===== config.mk =====
export PLATFORM = sky130hd
export DESIGN_NAME = event_irq_and_sample_check
export DESIGN_NICKNAME = d
export VERILOG_FILES = /design/src/shared/irq_sed_pkg.sv /design/src/rtl/event_irq_and_sample_check.sv /design/src/rtl/event_flag_bank.sv /design/src/rtl/serial_reg_port.sv
export SDC_FILE = /design/constraint.sdc
export NUM_CORES = 1
export LEC_CHECK = 0
export BUFFER_PORTS_ARGS = -buffer_cell sky130_fd_sc_hd__buf_2
export CAP_MARGIN = 10
export CELL_PAD_IN_SITES_DETAIL_PLACEMENT = 0
export CELL_PAD_IN_SITES_GLOBAL_PLACEMENT = 1
export CORE_ASPECT_RATIO = 1.25
export CORE_MARGIN = 2
export CORE_UTILIZATION = 42
export DETAILED_ROUTE_END_ITERATION = 6
export PLACE_DENSITY_LB_ADDON = 0.1
export SKIP_CTS_REPAIR_TIMING = 1
export SYNTH_ARGS = -nofsm -noshare
export SYNTH_HDL_FRONTEND = slang
export SYNTH_SLANG_ARGS = --single-unit

===== constraint.sdc =====
create_clock -name ref_clk_i -period 3 [get_ports ref_clk_i]
set_input_delay 0.15 -clock ref_clk_i [delete_from_list [all_inputs] [get_ports ref_clk_i]]
set_output_delay 0.15 -clock ref_clk_i [all_outputs]
set_load 0.05 [all_outputs]

===== src/shared/irq_sed_pkg.sv =====
// Constants shared by the event-flag, interrupt and sample-check logic.
// Assumes a 7-bit register address space reached through the serial control port.
package irq_check_pkg;

	// ****************************************
	// Register offsets
	// ****************************************
	localparam logic [6:0] ADDR_SOFT_RESET = 7'h00;
	localparam logic [6:0] ADDR_IRQ_EN_LO  = 7'h04;
	localparam logic [6:0] ADDR_IRQ_EN_HI  = 7'h05;
	localparam logic [6:0] ADDR_FLAGS_LO   = 7'h06;
	localparam logic [6:0] ADDR_FLAGS_HI   = 7'h07;
	localparam logic [6:0] ADDR_CHK_CTRL   = 7'h67;
	localparam logic [6:0] ADDR_CMP_FIRST  = 7'h68;
	localparam logic [6:0] ADDR_CMP_LAST   = 7'h6F;
	localparam logic [6:0] ADDR_ERR_I_LO   = 7'h70;
	localparam logic [6:0] ADDR_ERR_I_HI   = 7'h71;
	localparam logic [6:0] ADDR_ERR_Q_LO   = 7'h72;
	localparam logic [6:0] ADDR_ERR_Q_HI   = 7'h73;

	// ****************************************
	// Field positions and reset values
	// ****************************************
	localparam int SOFT_RST_BIT = 5;
	localparam int CHK_EN_BIT   = 7;
	localparam int AUTO_CLR_BIT = 6;
	localparam int CHK_ERR_BIT  = 5;
	localparam int CMP_FAIL_BIT = 1;
	localparam int CMP_PASS_BIT = 0;
	localparam logic [7:0] REG_RESET = 8'h00;

	// Flag vector: low register is bits 7:0, high register bits 15:8
	localparam int NUM_FLAGS = 16;
	localparam int NUM_EXT   = 13;
	localparam int FLAG_PASS = 8;
	localparam int FLAG_FAIL = 9;
	localparam int FLAG_CHK  = 10;

	// ****************************************
	// Sample checker
	// ****************************************
	localparam int WORD_W     = 16;
	localparam int NUM_CMP    = 8;
	localparam int PASS_CNT_W = 4;
	localparam logic [PASS_CNT_W-1:0] PASS_RUN = 4'h8;

	// ****************************************
	// Serial port framing
	// ****************************************
	localparam int ADDR_W = 7;
	localparam int CNT_W  = 5;
	localparam logic [CNT_W-1:0] LAST_HDR_BIT = 5'h07;
	localparam logic [CNT_W-1:0] LAST_BIT     = 5'h0F;
	localparam logic [CNT_W-1:0] FIRST_DATA   = 5'h08;

	typedef logic [7:0] byte_t;

endpackage


===== src/rtl/event_irq_and_sample_check.sv =====
// Event flags, open-drain interrupt request and input sample checker.
// Assumes sources, samples and serial pins are synchronous to ref_clk_i.
`timescale 1ns/1ps
`default_nettype none
module event_irq_and_sample_check (
	input  wire logic                                ref_clk_i,           // 200 MHz clock
	input  wire logic                                sys_rst_i,           // Sync reset, high
	input  wire logic                                spi_cs_n_i,          // Serial select, low
	input  wire logic                                spi_sclk_i,          // Serial clock
	input  wire logic                                spi_sdi_i,           // Serial data in
	output logic                                     spi_sdo_o,           // Serial data out
	output logic                                     spi_sdo_oe_o,        // Serial out enable
	input  wire logic [irq_check_pkg::NUM_EXT-1:0]   event_src_i,         // External sources
	input  wire logic [irq_check_pkg::WORD_W-1:0]    sample_data_i,       // Input sample word
	input  wire logic                                sample_valid_i,      // One sample per pulse
	input  wire logic                                first_word_marker_i, // Marks first word
	output logic                                     irq_n_o,             // Request pin level
	output logic                                     irq_n_oe_o           // Request pin drive
);
	import irq_check_pkg::*;

	// ****************************************
	// Serial access
	// ****************************************
	logic              rd;
	logic              wr;
	logic [ADDR_W-1:0] addr;
	byte_t             wdata;
	byte_t             rdata;

	serial_reg_port u_port (
		.ref_clk_i (ref_clk_i),
		.sys_rst_i (sys_rst_i),
		.cs_n_i    (spi_cs_n_i),
		.sclk_i    (spi_sclk_i),
		.sdi_i     (spi_sdi_i),
		.sdo_o     (spi_sdo_o),
		.sdo_oe_o  (spi_sdo_oe_o),
		.rd_o      (rd),
		.wr_o      (wr),
		.addr_o    (addr),
		.wdata_o   (wdata),
		.rdata_i   (rdata)
	);

	// ****************************************
	// Control registers
	// ****************************************
	logic                 soft_q;
	byte_t                en_lo_q;
	byte_t                en_hi_q;
	logic                 chk_en_q;
	logic                 auto_q;
	byte_t                cmp_q [NUM_CMP];
	logic                 wr_ctrl;
	logic                 wr_fl_hi;

	assign wr_ctrl  = wr && addr == ADDR_CHK_CTRL;
	assign wr_fl_hi = wr && addr == ADDR_FLAGS_HI;

	// Software reset level and interrupt enables
	always_ff @(posedge ref_clk_i) begin
		if (sys_rst_i) begin
			soft_q  <= 1'b0;
			en_lo_q <= REG_RESET;
			en_hi_q <= REG_RESET;
		end else if (wr) begin
			if (addr == ADDR_SOFT_RESET) begin
				soft_q <= wdata[SOFT_RST_BIT];
			end
			if (addr == ADDR_IRQ_EN_LO) begin
				en_lo_q <= wdata;
			end
			if (addr == ADDR_IRQ_EN_HI) begin
				en_hi_q <= wdata;
			end
		end
	end

	// Checker enable and auto clear mode
	always_ff @(posedge ref_clk_i) begin
		if (sys_rst_i || soft_q) begin
			chk_en_q <= 1'b0;
			auto_q   <= 1'b0;
		end else if (wr_ctrl) begin
			chk_en_q <= wdata[CHK_EN_BIT];
			auto_q   <= wdata[AUTO_CLR_BIT];
		end
	end

	// Comparison values, low byte then high byte per word
	for (genvar g = 0; g < NUM_CMP; g++) begin : g_cmp
		always_ff @(posedge ref_clk_i) begin
			if (sys_rst_i) begin
				cmp_q[g] <= REG_RESET;
			end else if (wr && addr == ADDR_CMP_FIRST + ADDR_W'(g)) begin
				cmp_q[g] <= wdata;
			end
		end
	end

	// ****************************************
	// Sample alignment and compare
	// ****************************************
	logic                  mark_prev_q;
	logic [1:0]            word_idx_q;
	logic [1:0]            cur_idx;
	logic [WORD_W-1:0]     cmp_word;
	logic [WORD_W-1:0]     diff;
	logic                  cmp_go;
	logic                  err;

	// A fresh marker edge realigns to the first word, otherwise keep counting
	assign cur_idx  = (first_word_marker_i && !mark_prev_q) ? 2'h0 : word_idx_q;
	assign cmp_word = {cmp_q[{cur_idx, 1'b1}], cmp_q[{cur_idx, 1'b0}]};
	assign diff     = sample_data_i ^ cmp_word;
	assign cmp_go   = sample_valid_i && chk_en_q && !soft_q;
	assign err      = cmp_go && (|diff);

	// Word position within the four-word set
	always_ff @(posedge ref_clk_i) begin
		if (sys_rst_i || soft_q) begin
			mark_prev_q <= 1'b0;
			word_idx_q  <= 2'h0;
		end else if (sample_valid_i) begin
			mark_prev_q <= first_word_marker_i;
			word_idx_q  <= cur_idx + 2'h1;
		end
	end

	// ****************************************
	// Checker status
	// ****************************************
	logic                  chk_err_q;
	logic                  fail_q;
	logic                  pass_q;
	logic [PASS_CNT_W-1:0] good_cnt_q;
	logic                  run_done;
	logic [WORD_W-1:0]     err_i_q;
	logic [WORD_W-1:0]     err_q_q;
	logic                  clr_chk;
	logic                  clr_fail;
	logic                  clr_pass;

	// Clean comparisons in a row, saturating at the run length
	assign run_done = cmp_go && !err && auto_q && good_cnt_q == PASS_RUN - 1'b1;

	// Clear through control write or through the matching flag bit
	assign clr_chk  = (wr_ctrl && wdata[CHK_ERR_BIT]) || (wr_fl_hi && wdata[FLAG_CHK - 8]);
	assign clr_fail = (wr_ctrl && wdata[CMP_FAIL_BIT]) || (wr_fl_hi && wdata[FLAG_FAIL - 8]);
	assign clr_pass = (wr_ctrl && wdata[CMP_PASS_BIT]) || (wr_fl_hi && wdata[FLAG_PASS - 8]);

	// Count of consecutive clean comparisons
	always_ff @(posedge ref_clk_i) begin
		if (sys_rst_i || soft_q) begin
			good_cnt_q <= '0;
		end else if (cmp_go) begin
			if (err) begin
				good_cnt_q <= '0;
			end else if (good_cnt_q != PASS_RUN) begin
				good_cnt_q <= good_cnt_q + 1'b1;
			end
		end
	end

	// Sticky sample error bit, set wins over clear
	always_ff @(posedge ref_clk_i) begin
		if (sys_rst_i || soft_q) begin
			chk_err_q <= 1'b0;
		end else if (err) begin
			chk_err_q <= 1'b1;
		end else if (clr_chk) begin
			chk_err_q <= 1'b0;
		end
	end

	// Fail and pass only live in auto clear mode
	always_ff @(posedge ref_clk_i) begin
		if (sys_rst_i || soft_q || !auto_q) begin
			fail_q <= 1'b0;
			pass_q <= 1'b0;
		end else begin
			if (err) begin
				fail_q <= 1'b1;
			end else if (run_done || clr_fail) begin
				fail_q <= 1'b0;
			end
			if (cmp_go) begin
				pass_q <= !err;
			end else if (clr_pass) begin
				pass_q <= 1'b0;
			end
		end
	end

	// Per-bit error accumulation, I and Q words apart; a new error beats a clear
	always_ff @(posedge ref_clk_i) begin
		if (sys_rst_i || soft_q || run_done || (clr_chk && !err)) begin
			err_i_q <= '0;
			err_q_q <= '0;
		end else if (err) begin
			if (cur_idx[0]) begin
				err_q_q <= err_q_q | diff;
			end else begin
				err_i_q <= err_i_q | diff;
			end
		end
	end

	// ****************************************
	// Event flags and request pin
	// ****************************************
	logic [NUM_FLAGS-1:0] src;
	logic [NUM_FLAGS-1:0] clr;
	logic [NUM_FLAGS-1:0] flags;
	logic                 irq_any;

	// Checker conditions share the high flag register
	assign src = {event_src_i[NUM_EXT-1:FLAG_PASS], chk_err_q, fail_q, pass_q,
		event_src_i[FLAG_PASS-1:0]};
	assign clr = {(wr_fl_hi ? wdata : REG_RESET),
		(wr && addr == ADDR_FLAGS_LO) ? wdata : REG_RESET};

	event_flag_bank u_flags (
		.ref_clk_i  (ref_clk_i),
		.sys_rst_i  (sys_rst_i),
		.soft_rst_i (soft_q),
		.src_i      (src),
		.en_i       ({en_hi_q, en_lo_q}),
		.clr_i      (clr),
		.flag_o     (flags),
		.irq_any_o  (irq_any)
	);

	// Open drain: only ever pull low, release otherwise
	always_ff @(posedge ref_clk_i) begin
		if (sys_rst_i) begin
			irq_n_o    <= 1'b0;
			irq_n_oe_o <= 1'b0;
		end else begin
			irq_n_o    <= 1'b0;
			irq_n_oe_o <= irq_any;
		end
	end

	// ****************************************
	// Read mux
	// ****************************************
	always_comb begin
		rdata = REG_RESET;
		if (addr >= ADDR_CMP_FIRST && addr <= ADDR_CMP_LAST) begin
			rdata = cmp_q[addr[2:0]];
		end else begin
			unique case (addr)
				ADDR_SOFT_RESET: rdata = {2'h0, soft_q, 5'h00};
				ADDR_IRQ_EN_LO:  rdata = en_lo_q;
				ADDR_IRQ_EN_HI:  rdata = en_hi_q;
				ADDR_FLAGS_LO:   rdata = flags[7:0];
				ADDR_FLAGS_HI:   rdata = flags[15:8];
				ADDR_CHK_CTRL:   rdata = {chk_en_q, auto_q, chk_err_q, 3'h0, fail_q, pass_q};
				ADDR_ERR_I_LO:   rdata = err_i_q[7:0];
				ADDR_ERR_I_HI:   rdata = err_i_q[15:8];
				ADDR_ERR_Q_LO:   rdata = err_q_q[7:0];
				ADDR_ERR_Q_HI:   rdata = err_q_q[15:8];
				default:         rdata = REG_RESET;
			endcase
		end
	end
endmodule
`default_nettype wire


===== src/rtl/event_flag_bank.sv =====
// Per-flag edge latches and the combined interrupt term.
// Assumes sources are synchronous to ref_clk_i.
`timescale 1ns/1ps
`default_nettype none
module event_flag_bank (
	input  wire logic                                ref_clk_i,  // System clock
	input  wire logic                                sys_rst_i,  // Sync reset, high
	input  wire logic                                soft_rst_i, // Software reset level
	input  wire logic [irq_check_pkg::NUM_FLAGS-1:0] src_i,      // Monitored sources
	input  wire logic [irq_check_pkg::NUM_FLAGS-1:0] en_i,       // Interrupt enables
	input  wire logic [irq_check_pkg::NUM_FLAGS-1:0] clr_i,      // Write-one clear pulses
	output logic      [irq_check_pkg::NUM_FLAGS-1:0] flag_o,     // Readable flag bits
	output logic                                     irq_any_o   // Some enabled latch held
);
	import irq_check_pkg::*;

	logic [NUM_FLAGS-1:0] src_q;
	logic [NUM_FLAGS-1:0] latch_q;

	// ****************************************
	// One latch per flag
	// ****************************************
	for (genvar g = 0; g < NUM_FLAGS; g++) begin : g_flag
		// Previous source level for edge detection
		always_ff @(posedge ref_clk_i) begin
			if (sys_rst_i) begin
				src_q[g] <= 1'b0;
			end else begin
				src_q[g] <= src_i[g];
			end
		end

		// Enabled rising edge sets, write-one clears, set wins over clear
		always_ff @(posedge ref_clk_i) begin
			if (sys_rst_i || soft_rst_i) begin
				latch_q[g] <= 1'b0;
			end else if (en_i[g] && src_i[g] && !src_q[g]) begin
				latch_q[g] <= 1'b1;
			end else if (clr_i[g]) begin
				latch_q[g] <= 1'b0;
			end
		end

		// Enabled shows the latch, disabled shows the live source
		assign flag_o[g] = en_i[g] ? latch_q[g] : src_i[g];
	end

	// Only enabled latches reach the request line
	assign irq_any_o = |(latch_q & en_i);

endmodule
`default_nettype wire


===== src/rtl/serial_reg_port.sv =====
// Serial control port: 16-bit frame, read flag, 7-bit address, 8-bit data.
// Assumes serial clock slower than a quarter of ref_clk_i, mode 0, MSB first.
`timescale 1ns/1ps
`default_nettype none
module serial_reg_port (
	input  wire logic                             ref_clk_i,  // System clock
	input  wire logic                             sys_rst_i,  // Sync reset, high
	input  wire logic                             cs_n_i,     // Chip select, low
	input  wire logic                             sclk_i,     // Serial clock
	input  wire logic                             sdi_i,      // Serial data in
	output logic                                  sdo_o,      // Serial data out
	output logic                                  sdo_oe_o,   // Serial out enable
	output logic                                  rd_o,       // Read pulse
	output logic                                  wr_o,       // Write pulse
	output logic      [irq_check_pkg::ADDR_W-1:0] addr_o,     // Register address
	output irq_check_pkg::byte_t                  wdata_o,    // Write data
	input  wire irq_check_pkg::byte_t             rdata_i     // Read data
);
	import irq_check_pkg::*;

	logic             sclk_q;
	logic [CNT_W-1:0] cnt_q;
	logic [14:0]      sh_q;
	logic             rw_q;
	logic             load_q;
	byte_t            tx_q;
	logic             rise;
	logic             fall;

	assign rise = sclk_i && !sclk_q;
	assign fall = !sclk_i && sclk_q;

	// Shift input bits and count them within a frame
	always_ff @(posedge ref_clk_i) begin
		if (sys_rst_i) begin
			sclk_q <= 1'b0;
			cnt_q  <= '0;
			sh_q   <= '0;
		end else begin
			sclk_q <= sclk_i;
			if (cs_n_i) begin
				cnt_q <= '0;
			end else if (rise) begin
				sh_q  <= {sh_q[13:0], sdi_i};
				cnt_q <= cnt_q + 1'b1;
			end
		end
	end

	// Header decode and access strobes
	always_ff @(posedge ref_clk_i) begin
		if (sys_rst_i) begin
			rw_q    <= 1'b0;
			rd_o    <= 1'b0;
			wr_o    <= 1'b0;
			load_q  <= 1'b0;
			addr_o  <= '0;
			wdata_o <= REG_RESET;
		end else begin
			rd_o   <= 1'b0;
			wr_o   <= 1'b0;
			load_q <= rd_o;
			if (!cs_n_i && rise && cnt_q == LAST_HDR_BIT) begin
				rw_q   <= sh_q[6];
				rd_o   <= sh_q[6];
				addr_o <= {sh_q[5:0], sdi_i};
			end
			if (!cs_n_i && rise && cnt_q == LAST_BIT && !rw_q) begin
				wr_o    <= 1'b1;
				wdata_o <= {sh_q[6:0], sdi_i};
			end
		end
	end

	// Read data leaves on falling edges of the data phase
	always_ff @(posedge ref_clk_i) begin
		if (sys_rst_i) begin
			tx_q     <= REG_RESET;
			sdo_o    <= 1'b0;
			sdo_oe_o <= 1'b0;
		end else if (cs_n_i) begin
			sdo_oe_o <= 1'b0;
		end else if (load_q) begin
			tx_q <= rdata_i;
		end else if (fall && rw_q && cnt_q >= FIRST_DATA) begin
			sdo_o    <= tx_q[7];
			tx_q     <= {tx_q[6:0], 1'b0};
			sdo_oe_o <= 1'b1;
		end
	end

endmodule
`default_nettype wire


==> qor.txt <==
status = finished with violations
failing checks = hold timing
critical path type = reg -> reg
Core ar. = 0.02221 mm^2
first drt pass iteration count = 5
Die Y = 171.9 um
DR iter-0 viols = 522
die area = 0.02379 mm^2
Antenna Violating Nets Remaining = 0
Worst-path clk slew = 0.06 ns
initial antenna violation count = 1
Yosys Warn Count = 0
RSZ-0062 raised after global routing = no
largest cells by area after synthesis = dfxtp_1 (29%), edfxtp_1 (20%), mux4_2 (5.7%), mux2i_1 (5.4%), a21oi_1 (5.3%)
Hold Crit Start = first_word_marker_i
CP endpoint kind = flop
Worst setup SP type = flop
Critical-path top delay cell = nor4_2
vias in the first global route = 7276
hpwl dp = 20830 um
maximum vdd drop = 0.4880 mV
Initial Utilization = 0.4267
Root Buffer = clkbuf_16
Max Cap Viol = 0
power density over the cells = 565.1 mW/mm^2
final setup margin = 0.2571 ns
DRC Markers = 0
R2R setup slack = 0.26 ns
first-pass GRT wire length = 44350 um
Pins Over Slew Limit = 0
final core utilization = 0.4933
worst hold path depth = 3
Worst EP required = 3.39 ns
fin crit period = 2.743 ns
Synth Instances = 947
Synth top area share = 0.2936
ANT cells = 0
asr flop ratio synth = 0
CTS tree = done
layout cells sized above 1 = 0.1672
Seq/Total Area, Yosys = 0.4964
Mapped Nets = 987
CTS Buffer Depth = 3
Top-Level Pins = 40
post-synth cell types = 65
instance area at placement = 0.01002 mm^2
Data arrival, critical path = 3.13 ns
Post-synth EDFFs = 64
static leakage = 3.875 nW
Worst Hold Class = in -> reg
Finish-stage setup viols = 0
Setup TNS = 0 ns
Layout Skew = 0.006675 ns
hold slack = -0.01785 ns
Rows = 61
Fillers = 2029
area leader, netlist = dfxtp_1
Syn Area/Cell = 10.01 um^2
ys flop type = dfxtp_1
CP Max Fanout = 32
clock sink count = 203
dpl ws = 0.2409 ns
GPL Wtd Cong = 0.9480
synthesized area = 0.009477 mm^2
largest net degree at the start of global routing = 72
Rel. slew slack = 0.3918
area grow syn2layout = 15.62%
FF-to-FF path depth = 9
crit path cell chain = nand2b_4 -> nand3b_4 -> o221ai_1 -> xnor2_1 -> nor4_2 -> nand4_2 -> a32oi_4 -> buf_12 -> nor2_1
part of the cycle the worst path needs = 0.9143
Worst R2R End = err_i_q[3]
vias post-DR = 7395
Fmax achieved = 364.6 MHz
Design Area, Final = 0.01096 mm^2
H-tree levels = 1
Vias per Instance = 5.688
Yosys reg bits = 203
PortBufs = 38
GRT Resource Usage Total = 0.2446
worst-skew pair later-pin latency = 0.51 ns
CTS buffer count = 23
aggregate routed wire length = 29260 um
Hold EP = mark_prev_q
Final Hold Vio Count = 1
die width = 138.4 um
Routed WL per cell = 22.51 um
Post-layout nets = 1041
GRT overflow = 0
Worst-Margin Slew = 0.9110 ns
reg2reg start = mark_prev_q
CP max stage delay = 0.34 ns
==> cell usage after synthesis (all sizes together) (3+ instances only) <==
cell	number
dfxtp	139
nor2	115
a21oi	100
nand2	85
and2	66
edfxtp	64
mux2i	51
nand3	46
clkbuf	39
buf	24
mux4	24
o221ai	22
inv	21
nor2b	21
xnor2	17
o21ai	14
nor3	10
nor4	9
a32oi	7
nand4	7
o22ai	7
ha	4
nand3b	4
a21o	3
a221oi	3
a22o	3
a22oi	3
and3	3
nand2b	3
o211ai	3
o21a	3
or2	3
or3	3
==> per-layer routing <==
| metal | share of wire | up-vias | track usage | wire length (um) |
|---|---|---|---|---|
| met4 | 0.039 | 0 | 0.09494 | 1150 |
| met5 | 0 | - | 0 | 0 |
| met2 | 0.52 | 216 | 0.4524 | 15090 |
| met3 | 0.053 | 56 | 0.03379 | 1563 |
| met1 | 0.39 | 3641 | 0.2887 | 11460 |
| li1 | - | 3482 | - | - |
==> registers in the layout, summed over array words and instances, names as in the netlist, 2 cells and up, named ones only <==
signal,flops
u_port.addr_o,7
en_lo_q,8
word_idx_q,2
err_i_q,16
err_q_q,16
cmp_q,64
u_flags.latch_q,16
u_port.tx_q,8
u_flags.src_q,16
en_hi_q,8
u_port.cnt_q,5
good_cnt_q,4
u_port.sh_q,7
u_port.wdata_o,8
==> power by group <==
group          switching [mW]  internal [mW]  total, mW
clock network            1.13           1.78       2.91
registers              0.0395           2.89       2.93
logic                   0.213          0.144      0.357
total                    1.38           4.81       6.19
==> per-stage QoR <==
| step | total power [mW] | std cells | hold slack, ns |
|---|---|---|---|
| floorplan | 3.200 | 947 | 0.2782 |
| global placement | 3.322 | 1244 | 0.3883 |
| detailed placement | 3.331 | 1244 | 0.3922 |
| CTS | 6.238 | 1285 | -0.1272 |
| global route | 6.375 | 1300 | 0.005289 |
| finish | 6.191 | 1300 | -0.01785 |
==> worst max-delay path: cells and delay by family, from the launching register on <==
kind                   cells  cell delay, ns
AO/OA/AOI/OAI              2            0.58
buffers and inverters      1            0.22
AND/OR/NAND/NOR            5            1.30
flip-flops                 1            0.33
XOR/XNOR                   1            0.17
==> cell families (layout without fill, tap and decap cells) <==
logic type                 after synthesis  count (layout)  share of synthesized area
and+or+nand+nor                        381             381                     0.2041
DFF                                    203             203                     0.4964
AOI/OAI and AO/OA                      180             180                     0.1232
buffers and inverters                   84             154                    0.04212
muxes                                   75              75                     0.1109
xor gates and xnor gates                19              19                    0.01756
adders and majority gates                4               4                   0.005281
other                                    1               1                  0.0003957
==> layout make-up <==
cell class | count | area [um^2] | share of cell area
clock buffers | 30 | 653.1 | 0.05961
repair buffers | 92 | 658.1 | 0.06007
multi-input cells | 660 | 4379 | 0.3997
flip-flops and latches | 203 | 4705 | 0.4294
clock inverters | 11 | 128.9 | 0.01176
inverters | 21 | 78.83 | 0.007194
well taps | 283 | 354.1 | 0.03232
==> placed cells by master (no fill, tap or decap), drive strengths merged, types with 4 or more instances in the layout <==
cell         instances
a32oi                7
dlygate4sd3         15
dfxtp              139
o221ai              22
nor2               115
nand4                7
nand2               85
o22ai                7
nand3               46
clkbuf              30
clkinv               7
and2                66
buf                 77
xnor2               17
ha                   4
mux4                24
mux2i               51
nor3                10
nor4                 9
o21ai               14
nand3b               4
edfxtp              64
inv                 21
a21oi              100
nor2b               21
==> worst max path at each step <==
stage	start	end	slack [ns]	depth (start not counted)
after floorplan	u_port.addr_o[6]	err_q_q[5]	0.74	9
after global placement	mark_prev_q	err_i_q[3]	0.33	9
after detailed placement	mark_prev_q	err_i_q[3]	0.24	9
after CTS	mark_prev_q	err_i_q[3]	0.25	9
after global routing	mark_prev_q	err_i_q[9]	0.04	9
final	mark_prev_q	err_i_q[3]	0.26	9
Note: power is estimated with default switching activity, not from simulation.
